==> src/hw/fssc_defs.svh <==
// Bit positions, reset values and timing figures of the fail-safe machine configuration register
`ifndef FSSC_DEFS_SVH
`define FSSC_DEFS_SVH
// Register data port bit 0 carries register bit 8
`define FSSC_FIELD_BASE       8
`define FSSC_LIMIT_LSB        22
`define FSSC_IMPACT_LSB       19
`define FSSC_PULSE_SEL_POS    17
`define FSSC_SHORT_EN_POS     15
`define FSSC_CLKMON_DIS_POS   13
`define FSSC_LONG_DIS_POS     12
`define FSSC_COUNT_LSB        8
`define FSSC_COUNT_MAX        4'hc
`define FSSC_LIMIT_RST        2'h1
`define FSSC_IMPACT_RST       2'h1
`define FSSC_BIT_RST          1'h0
// Timing in printed units and clock rate
`define FSSC_CLK_KHZ          250000
`define FSSC_PULSE_LONG_MS    10
`define FSSC_PULSE_SHORT_US   1000
`define FSSC_LONG_LOW_S       8
`define FSSC_PULSE_LONG_CYC   (64'd`FSSC_PULSE_LONG_MS * 64'd`FSSC_CLK_KHZ)
`define FSSC_PULSE_SHORT_CYC  (64'd`FSSC_PULSE_SHORT_US * 64'd`FSSC_CLK_KHZ / 64'd1000)
`define FSSC_LONG_LOW_CYC     (64'd`FSSC_LONG_LOW_S * 64'd`FSSC_CLK_KHZ * 64'd1000)
`endif

==> src/hw/fssc_pkg.sv <==
// Types shared by the fail-safe machine configuration block
package fssc_pkg;
  typedef struct packed {
    logic [1:0] fault_counter_limit;
    logic [1:0] fault_impact_select;
    logic       reset_pulse_length_sel;
    logic       safe_out_short_high_reset_en;
    logic       clock_monitor_disable;
    logic       long_reset_timer_disable;
  } fssc_cfg_type;

  typedef enum logic {
    FSSC_IDLE,
    FSSC_PULSE
  } fssc_pulse_state_type;
endpackage

==> src/hw/fssc_config.sv <==
// Fail-safe machine configuration register, reset pulse generator and long reset-low timer
`timescale 1ns/100ps
`include "fssc_defs.svh"
module fssc_config
  import fssc_pkg::*;
#(
  parameter logic [31:0] PULSE_LONG_CYCLES  = 32'(`FSSC_PULSE_LONG_CYC),  // 10 ms pulse
  parameter logic [31:0] PULSE_SHORT_CYCLES = 32'(`FSSC_PULSE_SHORT_CYC), // 1.0 ms pulse
  parameter logic [31:0] LONG_LOW_CYCLES    = 32'(`FSSC_LONG_LOW_CYC)     // 8 s reset low
) (
  input  wire logic        clk_sys,             // System clock, 250 MHz
  input  wire logic        reset_n,             // Power-on reset, synchronous, active low
  input  wire logic        reg_wr,              // Register write strobe, one cycle
  input  wire logic        reg_rd,              // Register read strobe, one cycle
  input  wire logic [15:0] reg_wdata,           // Write data, bit 0 is register bit 8
  output logic      [15:0] reg_rdata,           // Read data, bit 0 is register bit 8
  output logic             reg_rvalid,          // Read data valid, one cycle
  input  wire logic [3:0]  fault_count,         // Live fault error counter
  input  wire logic        reset_request,       // Reset pulse request from the machine
  input  wire logic        short_high_detect,   // Short to high seen on safe output
  input  wire logic        reset_hold,          // External hold of reset low
  output logic             reset_out_n,         // Reset output, active low
  output logic             clock_monitor_en,    // Clock monitoring enabled
  output logic             long_low_timeout,    // Reset held low for 8 s
  output logic [1:0]       fault_counter_limit, // Fault counter limit setting
  output logic [1:0]       fault_impact_select  // Fault impact setting
);
  localparam fssc_cfg_type CFG_DEFAULT = '{
    fault_counter_limit:          `FSSC_LIMIT_RST,
    fault_impact_select:          `FSSC_IMPACT_RST,
    reset_pulse_length_sel:       `FSSC_BIT_RST,
    safe_out_short_high_reset_en: `FSSC_BIT_RST,
    clock_monitor_disable:        `FSSC_BIT_RST,
    long_reset_timer_disable:     `FSSC_BIT_RST
  };

  fssc_cfg_type         cfg;
  fssc_cfg_type         next_cfg;
  logic [15:0]          next_reg_rdata;
  logic                 next_reg_rvalid;
  logic [3:0]           fault_live;
  fssc_pulse_state_type state;
  fssc_pulse_state_type next_state;
  logic [31:0]          pulse_limit;
  logic [31:0]          next_pulse_limit;
  logic                 next_reset_out_n;
  logic                 trigger;
  logic                 pulse_done;
  logic                 long_run;
  logic                 long_expired;
  logic                 next_long_low_timeout;
  logic                 next_clock_monitor_en;

  ////////////////////////////////////////////////////////////////////////////////
  // Configuration register

  // Fields change only on a write
  always_comb begin
    next_cfg = cfg;
    if (reg_wr) begin
      next_cfg.fault_counter_limit          = reg_wdata[`FSSC_LIMIT_LSB - `FSSC_FIELD_BASE +: 2];
      next_cfg.fault_impact_select          = reg_wdata[`FSSC_IMPACT_LSB - `FSSC_FIELD_BASE +: 2];
      next_cfg.reset_pulse_length_sel       = reg_wdata[`FSSC_PULSE_SEL_POS - `FSSC_FIELD_BASE];
      next_cfg.safe_out_short_high_reset_en = reg_wdata[`FSSC_SHORT_EN_POS - `FSSC_FIELD_BASE];
      next_cfg.clock_monitor_disable        = reg_wdata[`FSSC_CLKMON_DIS_POS - `FSSC_FIELD_BASE];
      next_cfg.long_reset_timer_disable     = reg_wdata[`FSSC_LONG_DIS_POS - `FSSC_FIELD_BASE];
    end
  end

  // Defaults at power-on reset, otherwise take next_cfg
  always_ff @(posedge clk_sys) begin
    if (!reset_n) begin
      cfg <= CFG_DEFAULT;
    end else begin
      cfg <= next_cfg;
    end
  end

  assign fault_counter_limit = cfg.fault_counter_limit;
  assign fault_impact_select = cfg.fault_impact_select;

  ////////////////////////////////////////////////////////////////////////////////
  // Readback

  // Clamp guards against an out-of-range count from the machine
  assign fault_live = (fault_count > `FSSC_COUNT_MAX) ? `FSSC_COUNT_MAX : fault_count;

  // Reserved and unused bits stay zero; count sampled at the read itself
  always_comb begin
    next_reg_rdata  = reg_rdata;
    next_reg_rvalid = reg_rd;
    if (reg_rd) begin
      next_reg_rdata = 16'h0;
      next_reg_rdata[`FSSC_LIMIT_LSB - `FSSC_FIELD_BASE +: 2]  = cfg.fault_counter_limit;
      next_reg_rdata[`FSSC_IMPACT_LSB - `FSSC_FIELD_BASE +: 2] = cfg.fault_impact_select;
      next_reg_rdata[`FSSC_PULSE_SEL_POS - `FSSC_FIELD_BASE]   = cfg.reset_pulse_length_sel;
      next_reg_rdata[`FSSC_SHORT_EN_POS - `FSSC_FIELD_BASE]    = cfg.safe_out_short_high_reset_en;
      next_reg_rdata[`FSSC_CLKMON_DIS_POS - `FSSC_FIELD_BASE]  = cfg.clock_monitor_disable;
      next_reg_rdata[`FSSC_LONG_DIS_POS - `FSSC_FIELD_BASE]    = cfg.long_reset_timer_disable;
      next_reg_rdata[`FSSC_COUNT_LSB - `FSSC_FIELD_BASE +: 4]  = fault_live;
    end
  end

  // Read data register
  always_ff @(posedge clk_sys) begin
    if (!reset_n) begin
      reg_rdata  <= 16'h0;
      reg_rvalid <= 1'h0;
    end else begin
      reg_rdata  <= next_reg_rdata;
      reg_rvalid <= next_reg_rvalid;
    end
  end

  ////////////////////////////////////////////////////////////////////////////////
  // Reset pulse generator

  // Short-to-high only counts when enabled
  assign trigger = reset_request || (cfg.safe_out_short_high_reset_en && short_high_detect);

  // Length latched at pulse start so a write mid-pulse cannot cut it short
  always_comb begin
    next_state       = state;
    next_pulse_limit = pulse_limit;
    case (state)
      FSSC_IDLE: begin
        if (trigger) begin
          next_state       = FSSC_PULSE;
          next_pulse_limit = cfg.reset_pulse_length_sel ? PULSE_SHORT_CYCLES : PULSE_LONG_CYCLES;
        end
      end
      FSSC_PULSE: begin
        if (pulse_done) begin
          next_state = FSSC_IDLE;
        end
      end
      default: begin
        next_state = FSSC_IDLE;
      end
    endcase
    next_reset_out_n = (next_state != FSSC_PULSE) && !reset_hold;
  end

  // Pulse state register
  always_ff @(posedge clk_sys) begin
    if (!reset_n) begin
      state       <= FSSC_IDLE;
      pulse_limit <= 32'h1;
      reset_out_n <= 1'h1;
    end else begin
      state       <= next_state;
      pulse_limit <= next_pulse_limit;
      reset_out_n <= next_reset_out_n;
    end
  end

  fssc_timer u_pulse_timer (
    .clk_sys (clk_sys),
    .reset_n (reset_n),
    .run     (state == FSSC_PULSE),
    .limit   (pulse_limit),
    .expired (pulse_done)
  );

  ////////////////////////////////////////////////////////////////////////////////
  // Long reset-low timer and clock monitor enable

  // Counting stops and restarts whenever disabled
  assign long_run = !reset_out_n && !cfg.long_reset_timer_disable;

  fssc_timer u_long_timer (
    .clk_sys (clk_sys),
    .reset_n (reset_n),
    .run     (long_run),
    .limit   (LONG_LOW_CYCLES),
    .expired (long_expired)
  );

  // Registered status outputs
  always_comb begin
    next_long_low_timeout = long_expired;
    next_clock_monitor_en = !next_cfg.clock_monitor_disable;
  end

  // Status output registers
  always_ff @(posedge clk_sys) begin
    if (!reset_n) begin
      long_low_timeout <= 1'h0;
      clock_monitor_en <= 1'h1;
    end else begin
      long_low_timeout <= next_long_low_timeout;
      clock_monitor_en <= next_clock_monitor_en;
    end
  end

  ////////////////////////////////////////////////////////////////////////////////
  // Checks

  logic [31:0] pulse_cycles;
  logic [31:0] next_pulse_cycles;

  // Cycles spent in the pulse so far, cleared outside it
  always_comb begin
    next_pulse_cycles = 32'h0;
    if (state == FSSC_PULSE) begin
      next_pulse_cycles = pulse_cycles + 32'h1;
    end
  end

  // Pulse cycle counter register
  always_ff @(posedge clk_sys) begin
    if (!reset_n) begin
      pulse_cycles <= 32'h0;
    end else begin
      pulse_cycles <= next_pulse_cycles;
    end
  end

  a_pulse_length: assert property (@(posedge clk_sys) disable iff (!reset_n)
    $fell(state == FSSC_PULSE) |-> ($past(pulse_cycles) + 32'h1 == pulse_limit) &&
      (pulse_limit == PULSE_SHORT_CYCLES || pulse_limit == PULSE_LONG_CYCLES))
    else $error("reset pulse length wrong");

  a_pulse_select: assert property (@(posedge clk_sys) disable iff (!reset_n)
    (state == FSSC_IDLE && trigger) |=>
      pulse_limit == ($past(cfg.reset_pulse_length_sel) ? PULSE_SHORT_CYCLES : PULSE_LONG_CYCLES))
    else $error("reset pulse length select not applied");

  a_short_trigger: assert property (@(posedge clk_sys) disable iff (!reset_n)
    (state == FSSC_IDLE && cfg.safe_out_short_high_reset_en && short_high_detect) |=> ##1 !reset_out_n)
    else $error("short to high did not assert reset");

  a_short_masked: assert property (@(posedge clk_sys) disable iff (!reset_n)
    (state == FSSC_IDLE && !cfg.safe_out_short_high_reset_en && !reset_request) |=> state == FSSC_IDLE)
    else $error("masked short to high asserted reset");

  a_clock_monitor: assert property (@(posedge clk_sys) disable iff (!reset_n)
    reg_wr |=> clock_monitor_en == !$past(reg_wdata[`FSSC_CLKMON_DIS_POS - `FSSC_FIELD_BASE]))
    else $error("clock monitor enable does not follow write");

  a_long_disabled: assert property (@(posedge clk_sys) disable iff (!reset_n)
    (cfg.long_reset_timer_disable && $past(cfg.long_reset_timer_disable)) |=> !long_low_timeout)
    else $error("long timer fired while disabled");

  a_long_fires: assert property (@(posedge clk_sys) disable iff (!reset_n)
    long_expired |=> long_low_timeout)
    else $error("long timer expiry not reported");

  a_fault_live: assert property (@(posedge clk_sys) disable iff (!reset_n)
    reg_rd |=> reg_rvalid && reg_rdata[3:0] == $past(fault_live) && reg_rdata[3:0] <= `FSSC_COUNT_MAX)
    else $error("fault counter readback not live");

  a_reserved_zero: assert property (@(posedge clk_sys) disable iff (!reset_n)
    reg_rvalid |-> (reg_rdata[13] == 1'h0 && reg_rdata[10] == 1'h0 && reg_rdata[8] == 1'h0 &&
      reg_rdata[6] == 1'h0))
    else $error("reserved bits not zero");

  a_cfg_default: assert property (@(posedge clk_sys)
    !reset_n |=> cfg == CFG_DEFAULT)
    else $error("configuration not at default after reset");

  a_cfg_hold: assert property (@(posedge clk_sys) disable iff (!reset_n)
    !reg_wr |=> $stable(cfg))
    else $error("configuration changed without write");
endmodule

==> src/hw/fssc_timer.sv <==
// Saturating cycle counter that flags when a run has lasted a given number of cycles
`timescale 1ns/100ps
module fssc_timer (
  input  wire logic        clk_sys,  // System clock
  input  wire logic        reset_n,  // Synchronous reset, active low
  input  wire logic        run,      // Count while high, clear while low
  input  wire logic [31:0] limit,    // Cycles until expiry
  output logic             expired   // Run has lasted limit cycles
);
  logic [31:0] count;
  logic [31:0] next_count;

  // Saturate at expiry so a long hold keeps the flag up
  assign expired = run && (count == limit - 32'h1);

  // Next count
  always_comb begin
    next_count = count;
    if (!run) begin
      next_count = 32'h0;
    end else if (!expired) begin
      next_count = count + 32'h1;
    end
  end

  // Count register
  always_ff @(posedge clk_sys) begin
    if (!reset_n) begin
      count <= 32'h0;
    end else begin
      count <= next_count;
    end
  end
endmodule
==> config.mk <==
export PLATFORM = sky130hd
export DESIGN_NAME = fssc_config
export DESIGN_NICKNAME = d
export VERILOG_FILES = /design/src/hw/fssc_pkg.sv /design/src/hw/fssc_config.sv /design/src/hw/fssc_timer.sv
export VERILOG_INCLUDE_DIRS = /design/src /design/src/hw
export SDC_FILE = /design/constraint.sdc
export NUM_CORES = 1
export LEC_CHECK = 0
export BUFFER_PORTS_ARGS = -buffer_cell sky130_fd_sc_hd__clkbuf_2
export CAP_MARGIN = 20
export CORE_UTILIZATION = 40
export CTS_BUF_LIST = sky130_fd_sc_hd__clkbuf_2
export CTS_CLUSTER_DIAMETER = 50
export DETAILED_ROUTE_END_ITERATION = 10
export SLEW_MARGIN = 20
export SYNTH_ARGS = -nofsm -noshare
export SYNTH_HDL_FRONTEND = slang
export SYNTH_SLANG_ARGS = --single-unit
==> constraint.sdc <==
create_clock -name clk_sys -period 5.55 [get_ports clk_sys]
set_input_delay 0.555 -clock clk_sys [delete_from_list [all_inputs] [get_ports clk_sys]]
set_output_delay 0.555 -clock clk_sys [all_outputs]
set_load 0.02 [all_outputs]
==> results.sh, run 1 <==
export IMPL_seq_area_frac_synth_pct=41.37
export IMPL_grt_use_total_pct=17.74
export IMPL_hold_buffers=0
export IMPL_yosysWarnings=0
export IMPL_finClkSkew_ns=0.03097
export IMPL_hold_path_class="in -> reg"
export IMPL_power_density_nw_per_um2=227.7
export IMPL_area_growth_pct=7.034
export IMPL_numClockSinks=93
export IMPL_finalInstanceArea_um2=4817
export IMPL_die_w_um=108.1
export IMPL_cts_max_level=3
export IMPL_vias=3732
export IMPL_antenna_found_initial=1
export IMPL_leakage_nw=1.701
export IMPL_r2r_end="u_pulse_timer.count[16]$_SDFFE_PN0N_"
export IMPL_cp_arrival_ns=3.46
export IMPL_finalSetupViolations=0
export IMPL_port_buffers=38
export IMPL_cp_top_family="simple AND/OR/NAND/NOR gates"
export IMPL_startpoint_type="flop"
export IMPL_avgSynthCellArea_um2=8.605
export IMPL_synth_adder_area_share_pct=0.8340
export IMPL_grt_overflow=0
export IMPL_synth_seq_cells=93
export IMPL_vdd_drop_max_v=0.0001780
export IMPL_clkSlewWorstSetupHoldPaths_ns=0.27
export IMPL_synthesis_area_um2=4501
export IMPL_ant_nets=0
export IMPL_drt_initial_drc_count=160
export IMPL_crit_top_cell="or4_4"
export IMPL_cts_root_buf="clkbuf_2"
export IMPL_initial_core_util_pct=41.34
export IMPL_whs_path_depth=2
export IMPL_synth_mux_area_share_pct=4.698
export IMPL_numCtsBuffers=9
export IMPL_synth_simple_area_share_pct=30.58
export IMPL_fin_crit_sh_pct=53.14
export IMPL_slew_headroom_pct=45.62
export IMPL_synth_edff_count=0
export IMPL_first_pass_iters=4
export IMPL_critPathBufInv=0
export IMPL_hpwl_mm=6.699
export IMPL_post_cts_resized=0
export IMPL_drv_slew=0
export IMPL_cp_slowest_stage_delay_ns=0.59
export IMPL_synth_async_reset_ratio_pct=0
export IMPL_num_io_pins=51
export IMPL_place_congestion=0.7736
export IMPL_clockBufferDepth=2
export IMPL_synth_flop_cell="dfxtp_1"
export IMPL_cts_tree="done"
export IMPL_ff_latch_area_um2=1862
export IMPL_setup_tns_ns=0
export IMPL_synth_cell_types=51
export IMPL_r2r_worst_path_cells=6
export IMPL_endpoint_kind="flop"
export IMPL_cp_slowest_cell="or4_4"
export IMPL_grt_pass1_wl_mm=16.44
export IMPL_die_h_um=108.1
export IMPL_worstHoldStart="reset_hold"
export IMPL_finalHoldViolCount=0
export IMPL_wl_per_cell_um=13.93
export IMPL_core_area_um2=10890
export IMPL_detail_route_vias_per_cell=5.409
export IMPL_rows=38
export IMPL_syn_inst=523
export IMPL_reg2reg_from="pulse_limit[0]$_SDFFE_PN1P_"
export IMPL_multi_input_area_um2=2436
export IMPL_worst_pin_slew_ns=0.8095
export IMPL_rsz0062_at_grt="false"
export IMPL_wl_mm=9.611
export IMPL_grt_pass1_vias=3598
export IMPL_maxCapViolCount=0
export IMPL_grt_max_degree=50
export IMPL_reg2reg_slack_ns=2.60
export IMPL_layout_drive_gt1_share_pct=13.84
export IMPL_die_area_um2=11680
export IMPL_synth_compound_area_share_pct=10.48
export IMPL_synth_xor_area_share_pct=7.200
export IMPL_period_needed_ns=2.950
export IMPL_num_nets_final=574
export IMPL_clk_latency_ns=0.57
export IMPL_fmax_mhz=339.0
export IMPL_fillers=1098
export IMPL_placedInstanceArea_um2=4705
export IMPL_outcome="complete, no violations"
export IMPL_crit_type="reg -> reg"
export IMPL_crit_fanout=49
export IMPL_min_to="reset_out_n$_SDFF_PN1_"
export IMPL_synth_top_family_by_area="simple AND/OR/NAND/NOR gates"
export IMPL_cts_setup_buffers=0
export IMPL_required_ns=6.06
export IMPL_cp_cell_sequence="or4_4, or4_4, a211oi_4, and2_4, o21ai_0, a21oi_1"
export IMPL_drc=0
## flip-flops by register name (all words and copies together), names as in the netlist
register	count
reset_out_n	1
u_long_timer.count	32
clock_monitor_en	1
u_pulse_timer.count	32
fault_impact_select	2
reg_rvalid	1
state	1
cfg	4
long_low_timeout	1
pulse_limit	4
fault_counter_limit	2
reg_rdata	12
## synth_stat cells, types with 2 or more instances
| master | n | area, um^2 |
|---|---|---|
| nor4b_1 | 2 | 17.52 |
| buf_4 | 8 | 60.06 |
| nor3_1 | 12 | 60.06 |
| a21oi_2 | 6 | 52.55 |
| xnor2_1 | 15 | 131.4 |
| nor4bb_1 | 2 | 20.02 |
| ha_1 | 3 | 37.54 |
| buf_1 | 2 | 7.510 |
| a21oi_1 | 20 | 100.1 |
| a21boi_0 | 4 | 30.03 |
| or2_2 | 2 | 12.51 |
| nor2b_1 | 21 | 131.4 |
| or4_4 | 2 | 22.52 |
| and2_1 | 6 | 37.54 |
| nand2_1 | 36 | 135.1 |
| nand2b_1 | 4 | 25.02 |
| clkbuf_1 | 18 | 67.56 |
| mux2i_1 | 20 | 200.2 |
| nand3_1 | 29 | 145.1 |
| and4_1 | 7 | 61.31 |
| xor2_1 | 22 | 192.7 |
| o211ai_1 | 4 | 30.03 |
| buf_2 | 3 | 15.01 |
| o21ai_0 | 14 | 70.07 |
| nor4_1 | 5 | 31.28 |
| nor3b_1 | 2 | 15.01 |
| inv_1 | 7 | 26.28 |
| nor2_1 | 59 | 221.5 |
| buf_6 | 2 | 22.52 |
| dfxtp_1 | 93 | 1862 |
| or3_1 | 16 | 100.1 |
| nand4_1 | 27 | 168.9 |
| o22ai_1 | 3 | 18.77 |
| o31ai_1 | 5 | 37.54 |
| or4_1 | 12 | 90.09 |
| o21a_1 | 2 | 15.01 |
| o21ai_2 | 5 | 43.79 |
| and3_1 | 10 | 62.56 |
## per-layer routing
| metal | vias to the layer above | global-route usage [%] | wire length, um |
|---|---|---|---|
| met4 | 0 | 7.045 | 150 |
| met2 | 51 | 30.25 | 4606 |
| li1 | 1890 | - | - |
| met5 | - | 0 | 0 |
| met1 | 1780 | 21.52 | 4563 |
| met3 | 11 | 3.978 | 289 |
## worst max path at each step
stage                     slack [ns]  cells after the start                    startpoint                              endpoint
after floorplan                 2.98                      8  pulse_limit[16]$_SDFFE_PN0P_  u_pulse_timer.count[18]$_SDFFE_PN0N_
after detailed placement        2.66                      6  pulse_limit[16]$_SDFFE_PN0P_  u_pulse_timer.count[19]$_SDFFE_PN0N_
after global routing            2.41                      9   pulse_limit[0]$_SDFFE_PN1P_  u_pulse_timer.count[16]$_SDFFE_PN0N_
after global placement          2.69                      6  pulse_limit[16]$_SDFFE_PN0P_  u_pulse_timer.count[19]$_SDFFE_PN0N_
after CTS                       2.61                      6  pulse_limit[16]$_SDFFE_PN0P_  u_pulse_timer.count[16]$_SDFFE_PN0N_
final                           2.60                      6   pulse_limit[0]$_SDFFE_PN1P_  u_pulse_timer.count[16]$_SDFFE_PN0N_
## per-stage QoR
step / util, % / total power, mW / setup slack, ns / cells / hold slack (ns)
after floorplan: - / 0.7847 / 2.982 / 526 / 0.4630
after global placement: 43.21 / 0.8048 / 2.687 / 672 / 0.4744
after detailed placement: 43.21 / 0.8073 / 2.656 / 672 / 0.4775
after CTS: 44.08 / 1.114 / 2.611 / 688 / 0.1011
after global routing: 44.24 / 1.151 / 2.406 / 690 / 0.09005
final: 44.24 / 1.097 / 2.601 / 690 / 0.1489
## placed cells by master, fill, tap and decap left out, drive strengths merged, types with 2 or more instances in the layout
cell type	synthesis	layout
nor4	5	5
xnor2	15	15
o21ai	20	20
nand2	36	36
and3	10	10
nand2b	4	4
ha	3	3
a21boi	4	4
nor2b	21	21
buf	16	3
conb	1	4
o21a	2	2
a21oi	26	26
nand3	29	29
o22ai	3	3
or4	14	14
clkbuf	18	47
o31ai	5	5
or2	2	2
inv	7	9
mux2i	20	20
or3	16	16
and4	7	7
nor3b	2	2
o211ai	4	4
nor4b	2	2
nand4	27	27
a211oi	2	2
nor3	12	12
dfxtp	93	93
clkinv	0	4
xor2	22	22
nor4bb	2	2
and2	7	7
nor2	59	59
## power breakdown
| group | switching [mW] | total, mW | internal [mW] |
|---|---|---|---|
| Combinational | 0.0593 | 0.0986 | 0.0393 |
| Clock | 0.239 | 0.301 | 0.0618 |
| Sequential | 0.0139 | 0.698 | 0.684 |
| Total | 0.312 | 1.10 | 0.785 |
## kinds of logic (layout without fill, tap and decap cells)
kind of cell | Yosys count | in the layout
flip-flops | 93 | 93
AND/OR/NAND/NOR | 256 | 256
AO/OA/AOI/OAI | 71 | 71
other | 1 | 5
XOR/XNOR | 37 | 37
buffers and inverters | 41 | 64
adder cells (fa/ha/maj) | 3 | 3
multiplexers | 21 | 21
## area by class of cell
type	instances	share of cell area [%]
Clock inverter	7	1.039
Antenna cell	1	0.05195
Inverter	7	0.5455
Sequential cell	93	38.65
Multi-Input combinational cell	392	50.57
Timing Repair Buffer	41	4.571
Clock buffer	9	0.9351
Tap cell	140	3.636
(Power assumes the default switching activity.)
==> inputs of run 2 (changes only) <==
- clock period: 5.55 -> 2.7 ns (I/O delays scaled with it)
==> run 2 against run 1 <==
Power grew 110%. Sequential cell count is the same. Critical path type unchanged. Global-route usage grew 0.72 points. Non-clock buffer count grew 29. Critical path depth is the same.
==> results.sh, run 2 (same netlist as run 1, synthesis figures left out) <==
export IMPL_outcome="complete, no violations"
export IMPL_r2r_worst_path_cells=6
export IMPL_grt_overflow=0
export IMPL_antenna_found_initial=0
export IMPL_leakage_nw=1.845
export IMPL_area_growth_pct=13.37
export IMPL_crit_start="pulse_limit[0]$_SDFFE_PN1P_"
export IMPL_finalHoldViolCount=0
export IMPL_wl_mm=9.762
export IMPL_maxCapViolCount=0
export IMPL_dpl_worst_slack_ns=0.1708
export IMPL_period_needed_ns=2.511
export IMPL_reg2reg_from="pulse_limit[0]$_SDFFE_PN1P_"
export IMPL_finalSetupViolations=0
export IMPL_cp_arrival_ns=3.00
export IMPL_port_buffers=38
export IMPL_final_core_util_pct=46.86
export IMPL_finalInstanceArea_um2=5102
export IMPL_vias=3816
export IMPL_detail_route_vias_per_cell=5.315
export IMPL_initial_core_util_pct=41.34
export IMPL_endpoint="u_pulse_timer.count[0]$_SDFFE_PN0N_"
export IMPL_clk_latency_ns=0.57
export IMPL_cts_setup_buffers=0
export IMPL_timing_final_ws_setup_ns=0.1887
export IMPL_top_regs="u_long_timer.count x32, u_pulse_timer.count x32, reg_rdata x12"
export IMPL_grt_pass1_wl_mm=17.16
export IMPL_final_cell_mix="92 x dfxtp_1, 59 x nor2_1, 47 x clkbuf_2"
export IMPL_cts_root_buf="clkbuf_2"
export IMPL_numClockSinks=93
export IMPL_first_pass_iters=4
export IMPL_drt_initial_drc_count=196
export IMPL_layout_commonest_cell="dfxtp_1"
export IMPL_grt_max_degree=33
export IMPL_worstHoldStart="reset_request"
export IMPL_fmax_mhz=398.2
export IMPL_crit_fanout=7
export IMPL_reg2reg_slack_ns=0.19
export IMPL_slew_headroom_pct=65.88
export IMPL_rsz0062_at_grt="false"
export IMPL_cts_tree="done"
export IMPL_power_density_nw_per_um2=450.3
export IMPL_die_h_um=108.1
export IMPL_fillers=1059
export IMPL_vdd_drop_max_v=0.0003461
export IMPL_worst_pin_slew_ns=0.5071
export IMPL_cts_max_level=3
export IMPL_wl_per_cell_um=13.60
export IMPL_grt_pass1_vias=3696
export IMPL_place_congestion=0.8578
export IMPL_insertedDiodeCount=0
export IMPL_required_ns=3.19
export IMPL_num_nets_final=603
export IMPL_clockBufferDepth=2
export IMPL_setup_tns_ns=0
export IMPL_drc=0
export IMPL_ff_latch_area_um2=1863
export IMPL_r2r_end="u_pulse_timer.count[0]$_SDFFE_PN0N_"
export IMPL_placedInstanceArea_um2=4842
export IMPL_finClkSkew_ns=0.03070
export IMPL_clkSlewWorstSetupHoldPaths_ns=0.26
export IMPL_multi_input_area_um2=2446
export IMPL_die_w_um=108.1
export IMPL_numCtsBuffers=9
export IMPL_fin_crit_sh_pct=93.01
export IMPL_crit_type="reg -> reg"
export IMPL_grt_use_total_pct=18.46
export IMPL_drv_slew=0
export IMPL_ant_nets=0
export IMPL_hpwl_mm=7.011
export IMPL_layout_drive_gt1_share_pct=16.26
export IMPL_startpoint_type="flop"
export IMPL_endpoint_kind="flop"
export IMPL_num_io_pins=51
export IMPL_hold_path_class="in -> reg"
export IMPL_die_area_um2=11680
export IMPL_core_area_um2=10890
export IMPL_hold_worst_slack_ns=0.1032
export IMPL_rows=38
==> run 2: changes by cell type in the layout (fill, tap and decap cells not counted), sizes merged <==
cell / delta
diode: -1
dlygate4sd3: +15
clkinvlp: -1
buf: +14
inv: +2
clkinv: -1
==> run 2: where the power goes <==
part	switching, mW	leakage (nW)	internal [mW]
combinational	0.134	1.02	0.105
sequential	0.0236	0.755	1.41
clock	0.494	0.0674	0.135
==> run 2: per-stage QoR <==
| step | instances | total power, mW |
|---|---|---|
| after floorplan | 526 | 1.613 |
| after global placement | 687 | 1.671 |
| after detailed placement | 687 | 1.676 |
| after CTS | 718 | 2.337 |
| after global routing | 718 | 2.420 |
| final | 718 | 2.297 |
==> run 2: layout make-up <==
type / count / area share [%]
timing repair buffer: 70 / 9.662
inverter: 7 / 0.5150
clock buffer: 9 / 0.8828
clock inverter: 7 / 1.054
sequential: 93 / 36.51
multi-input combinational: 392 / 47.94
tap: 140 / 3.433
==> run 2: how the worst min path moves through the flow <==
stage | depth (start not counted) | end
finish | 4 | pulse_limit[0]$_SDFFE_PN1P_
global route | 3 | fault_impact_select[1]$_SDFFE_PN0P_
CTS | 4 | pulse_limit[0]$_SDFFE_PN1P_
detailed placement | 2 | reset_out_n$_SDFF_PN1_
global placement | 2 | reset_out_n$_SDFF_PN1_
floorplan | 1 | reset_out_n$_SDFF_PN1_
==> run 2: worst max-delay path, stage by stage (launching register included) <==
cell,delay [ns]
dfxtp_2,0.42
or4_4,0.57
or4_4,0.57
a211oi_4,0.26
buf_4,0.19
nand3_1,0.15
a211oi_1,0.27
==> run 2: layer usage <==
metal	up-vias	wire, um	GRT usage, %
li1	1957	-	-
met1	1797	4529	22.57
met2	51	4706	31.85
met3	11	396	4.099
met4	0	129	6.164
met5	-	0	0
==> run 2: repair_timing <==
item / CTS / global route
hold buffers: 15 / 0
hold endpoints to repair: 14 / 0
resized for setup: 0 / 3
endpoints found under the setup margin: 0 / 19
==> inputs of run 3 (changes only) <==
==> constraint.sdc (replaced) <==
create_clock -name clk_sys -period 2.7 [get_ports clk_sys]
set_input_delay 0.54 -clock clk_sys [delete_from_list [all_inputs] [get_ports clk_sys]]
set_output_delay 0.54 -clock clk_sys [all_outputs]
set_load 0.02 [all_outputs]
==> run 3 against run 2 <==
Register-to-register slack worse by 0.04 ns. Power is 0.34% lower. Global-route usage is 0.13 points lower. Design area is 2.1% lower. Combinational power is 5% lower. Critical path depth is 2 higher.
==> results.sh, run 3 (same netlist as run 1, synthesis figures left out) <==
export IMPL_outcome="complete, no violations"
export IMPL_clkSlewWorstSetupHoldPaths_ns=0.27
export IMPL_drt_initial_drc_count=161
export IMPL_grt_pass1_wl_mm=16.92
export IMPL_place_congestion=0.8320
export IMPL_r2r_end="u_long_timer.count[28]$_SDFFE_PN0N_"
export IMPL_endpoint_kind="flop"
export IMPL_worstHoldStart="reg_wdata[14]"
export IMPL_area_growth_pct=10.95
export IMPL_die_h_um=108.1
export IMPL_finalHoldViolCount=0
export IMPL_min_to="fault_counter_limit[0]$_SDFFE_PN1P_"
export IMPL_layout_commonest_cell="dfxtp_1"
export IMPL_antenna_found_initial=1
export IMPL_leakage_nw=1.810
export IMPL_initial_core_util_pct=41.34
export IMPL_rsz0062_at_grt="false"
export IMPL_critPathBufInv=0
export IMPL_r2r_worst_path_cells=8
export IMPL_rows=38
export IMPL_vias=3767
export IMPL_required_ns=3.19
export IMPL_crit_type="reg -> reg"
export IMPL_reg2reg_from="u_long_timer.count[0]$_SDFFE_PN0N_"
export IMPL_wl_mm=9.797
export IMPL_layout_drive_gt1_share_pct=16.87
export IMPL_period_needed_ns=2.554
export IMPL_finClkSkew_ns=0.03324
export IMPL_detail_route_vias_per_cell=5.306
export IMPL_core_area_um2=10890
export IMPL_maxCapViolCount=0
export IMPL_cts_max_level=3
export IMPL_num_io_pins=51
export IMPL_ant_nets=0
export IMPL_power_mw=2.290
export IMPL_grt_max_degree=29
export IMPL_numClockSinks=93
export IMPL_port_buffers=38
export IMPL_cts_root_buf="clkbuf_2"
export IMPL_reg2reg_slack_ns=0.15
export IMPL_grt_use_total_pct=18.32
export IMPL_finalSetupViolations=0
export IMPL_slew_headroom_pct=50.26
export IMPL_whs_path_depth=3
export IMPL_busiest_layer="met2"
export IMPL_numCtsBuffers=9
export IMPL_cts_tree="done"
export IMPL_grt_pass1_vias=3519
export IMPL_cp_slowest_cell="nor3_1"
export IMPL_grt_use_met3_pct=5.546
export IMPL_cp_arrival_ns=3.04
export IMPL_clk_latency_ns=0.59
export IMPL_setup_tns_ns=0
export IMPL_hpwl_mm=7.084
export IMPL_startpoint_type="flop"
export IMPL_final_cell_mix="93 x dfxtp_1, 59 x nor2_1, 48 x clkbuf_2"
export IMPL_hold_path_class="in -> reg"
export IMPL_cp_top_family="simple AND/OR/NAND/NOR gates"
export IMPL_clockBufferDepth=2
export IMPL_first_pass_iters=4
export IMPL_fmax_mhz=391.6
export IMPL_die_area_um2=11680
export IMPL_grt_overflow=0
export IMPL_wl_per_cell_um=13.80
export IMPL_drv_slew=0
export IMPL_vdd_drop_max_v=0.0003663
export IMPL_top_regs="u_long_timer.count x32, u_pulse_timer.count x32, reg_rdata x12"
export IMPL_crit_fanout=6
export IMPL_die_w_um=108.1
export IMPL_worst_pin_slew_ns=0.7404
export IMPL_cp_cell_sequence="ha_1, nand2_1, or3_1, o21bai_1, nor3_1, nand4_1, xor2_1, nor2_1"
export IMPL_fin_crit_sh_pct=94.58
export IMPL_cp_slowest_stage_delay_ns=0.67
export IMPL_power_density_nw_per_um2=458.5
export IMPL_grtUsageMet2_pct=29.39
export IMPL_num_nets_final=594
export IMPL_drc=0
export IMPL_grt_use_met1_pct=23.34
==> run 3: cell types whose count changed in the layout (fill, tap and decap cells not counted), sizes merged <==
cell | previous run | this run
clkinvlp | 0 | 1
diode | 0 | 1
clkbuf | 47 | 48
buf | 17 | 22
inv | 11 | 9
dlygate4sd3 | 15 | 1
==> run 3: repair_timing <==
item	CTS	global route
hold buffers	0	1
endpoints found under the setup margin	0	6
setup buffers	0	3
resized for setup	0	1
endpoints found under the hold margin	0	1
==> run 3: worst max path at each step <==
| stage | from | slack, ns | depth (start not counted) | endpoint |
|---|---|---|---|---|
| final | u_long_timer.count[0]$_SDFFE_PN0N_ | 0.15 | 8 | u_long_timer.count[28]$_SDFFE_PN0N_ |
| after global routing | u_long_timer.count[3]$_SDFFE_PN0N_ | 0.009 | 7 | u_long_timer.count[28]$_SDFFE_PN0N_ |
| after CTS | pulse_limit[0]$_SDFFE_PN1P_ | 0.11 | 10 | u_pulse_timer.count[15]$_SDFFE_PN0N_ |
| after detailed placement | pulse_limit[0]$_SDFFE_PN1P_ | 0.18 | 10 | u_pulse_timer.count[22]$_SDFFE_PN0N_ |
| after global placement | pulse_limit[0]$_SDFFE_PN1P_ | 0.19 | 7 | u_pulse_timer.count[19]$_SDFFE_PN0N_ |
| after floorplan | pulse_limit[16]$_SDFFE_PN0P_ | 0.13 | 8 | u_pulse_timer.count[18]$_SDFFE_PN0N_ |
==> run 3: cell type report <==
| cell class | count | area [um^2] |
|---|---|---|
| fillers | 1078 | 5894 |
| multi-input cells | 392 | 2441 |
| flip-flops and latches | 93 | 1862 |
| repair buffers | 61 | 390.4 |
| well taps | 140 | 175.2 |
| clock buffers | 10 | 50.05 |
| clock inverters | 6 | 46.29 |
| inverters | 7 | 26.28 |
| diodes | 1 | 2.502 |
==> run 3: tightest hold or removal path: stages <==
cell and delay (ns):
clkbuf_2 0.08, mux2i_1 0.06, nand2_1 0.06
==> run 3: per-layer routing <==
layer,part of all wire [%],vias up
met2,47,51
met5,0,-
met1,48,1771
met3,3.4,11
met4,1.5,0
li1,-,1934
==> run 3: through the flow <==
step / cells / cell area (um^2) / worst slack (ns) / utilization [%] / hold slack (ns)
after floorplan: 526 / 4512 / 0.1319 / - / 0.4630
after global placement: 689 / 4857 / 0.1916 / 44.61 / 0.4650
after detailed placement: 689 / 4857 / 0.1820 / 44.61 / 0.4734
after CTS: 705 / 4954 / 0.1076 / 45.50 / 0.01920
after global routing: 710 / 4994 / 0.009478 / 45.86 / 0.09687
final: 710 / 4994 / 0.1465 / 45.86 / 0.1664
==> run 3: report_power, final <==
part / internal [mW] / switching (mW) / total (mW) / leakage [nW]
Clock: 0.133 / 0.502 / 0.635 / 0.0606
Combinational: 0.0941 / 0.134 / 0.228 / 0.994
Sequential: 1.41 / 0.0214 / 1.43 / 0.755
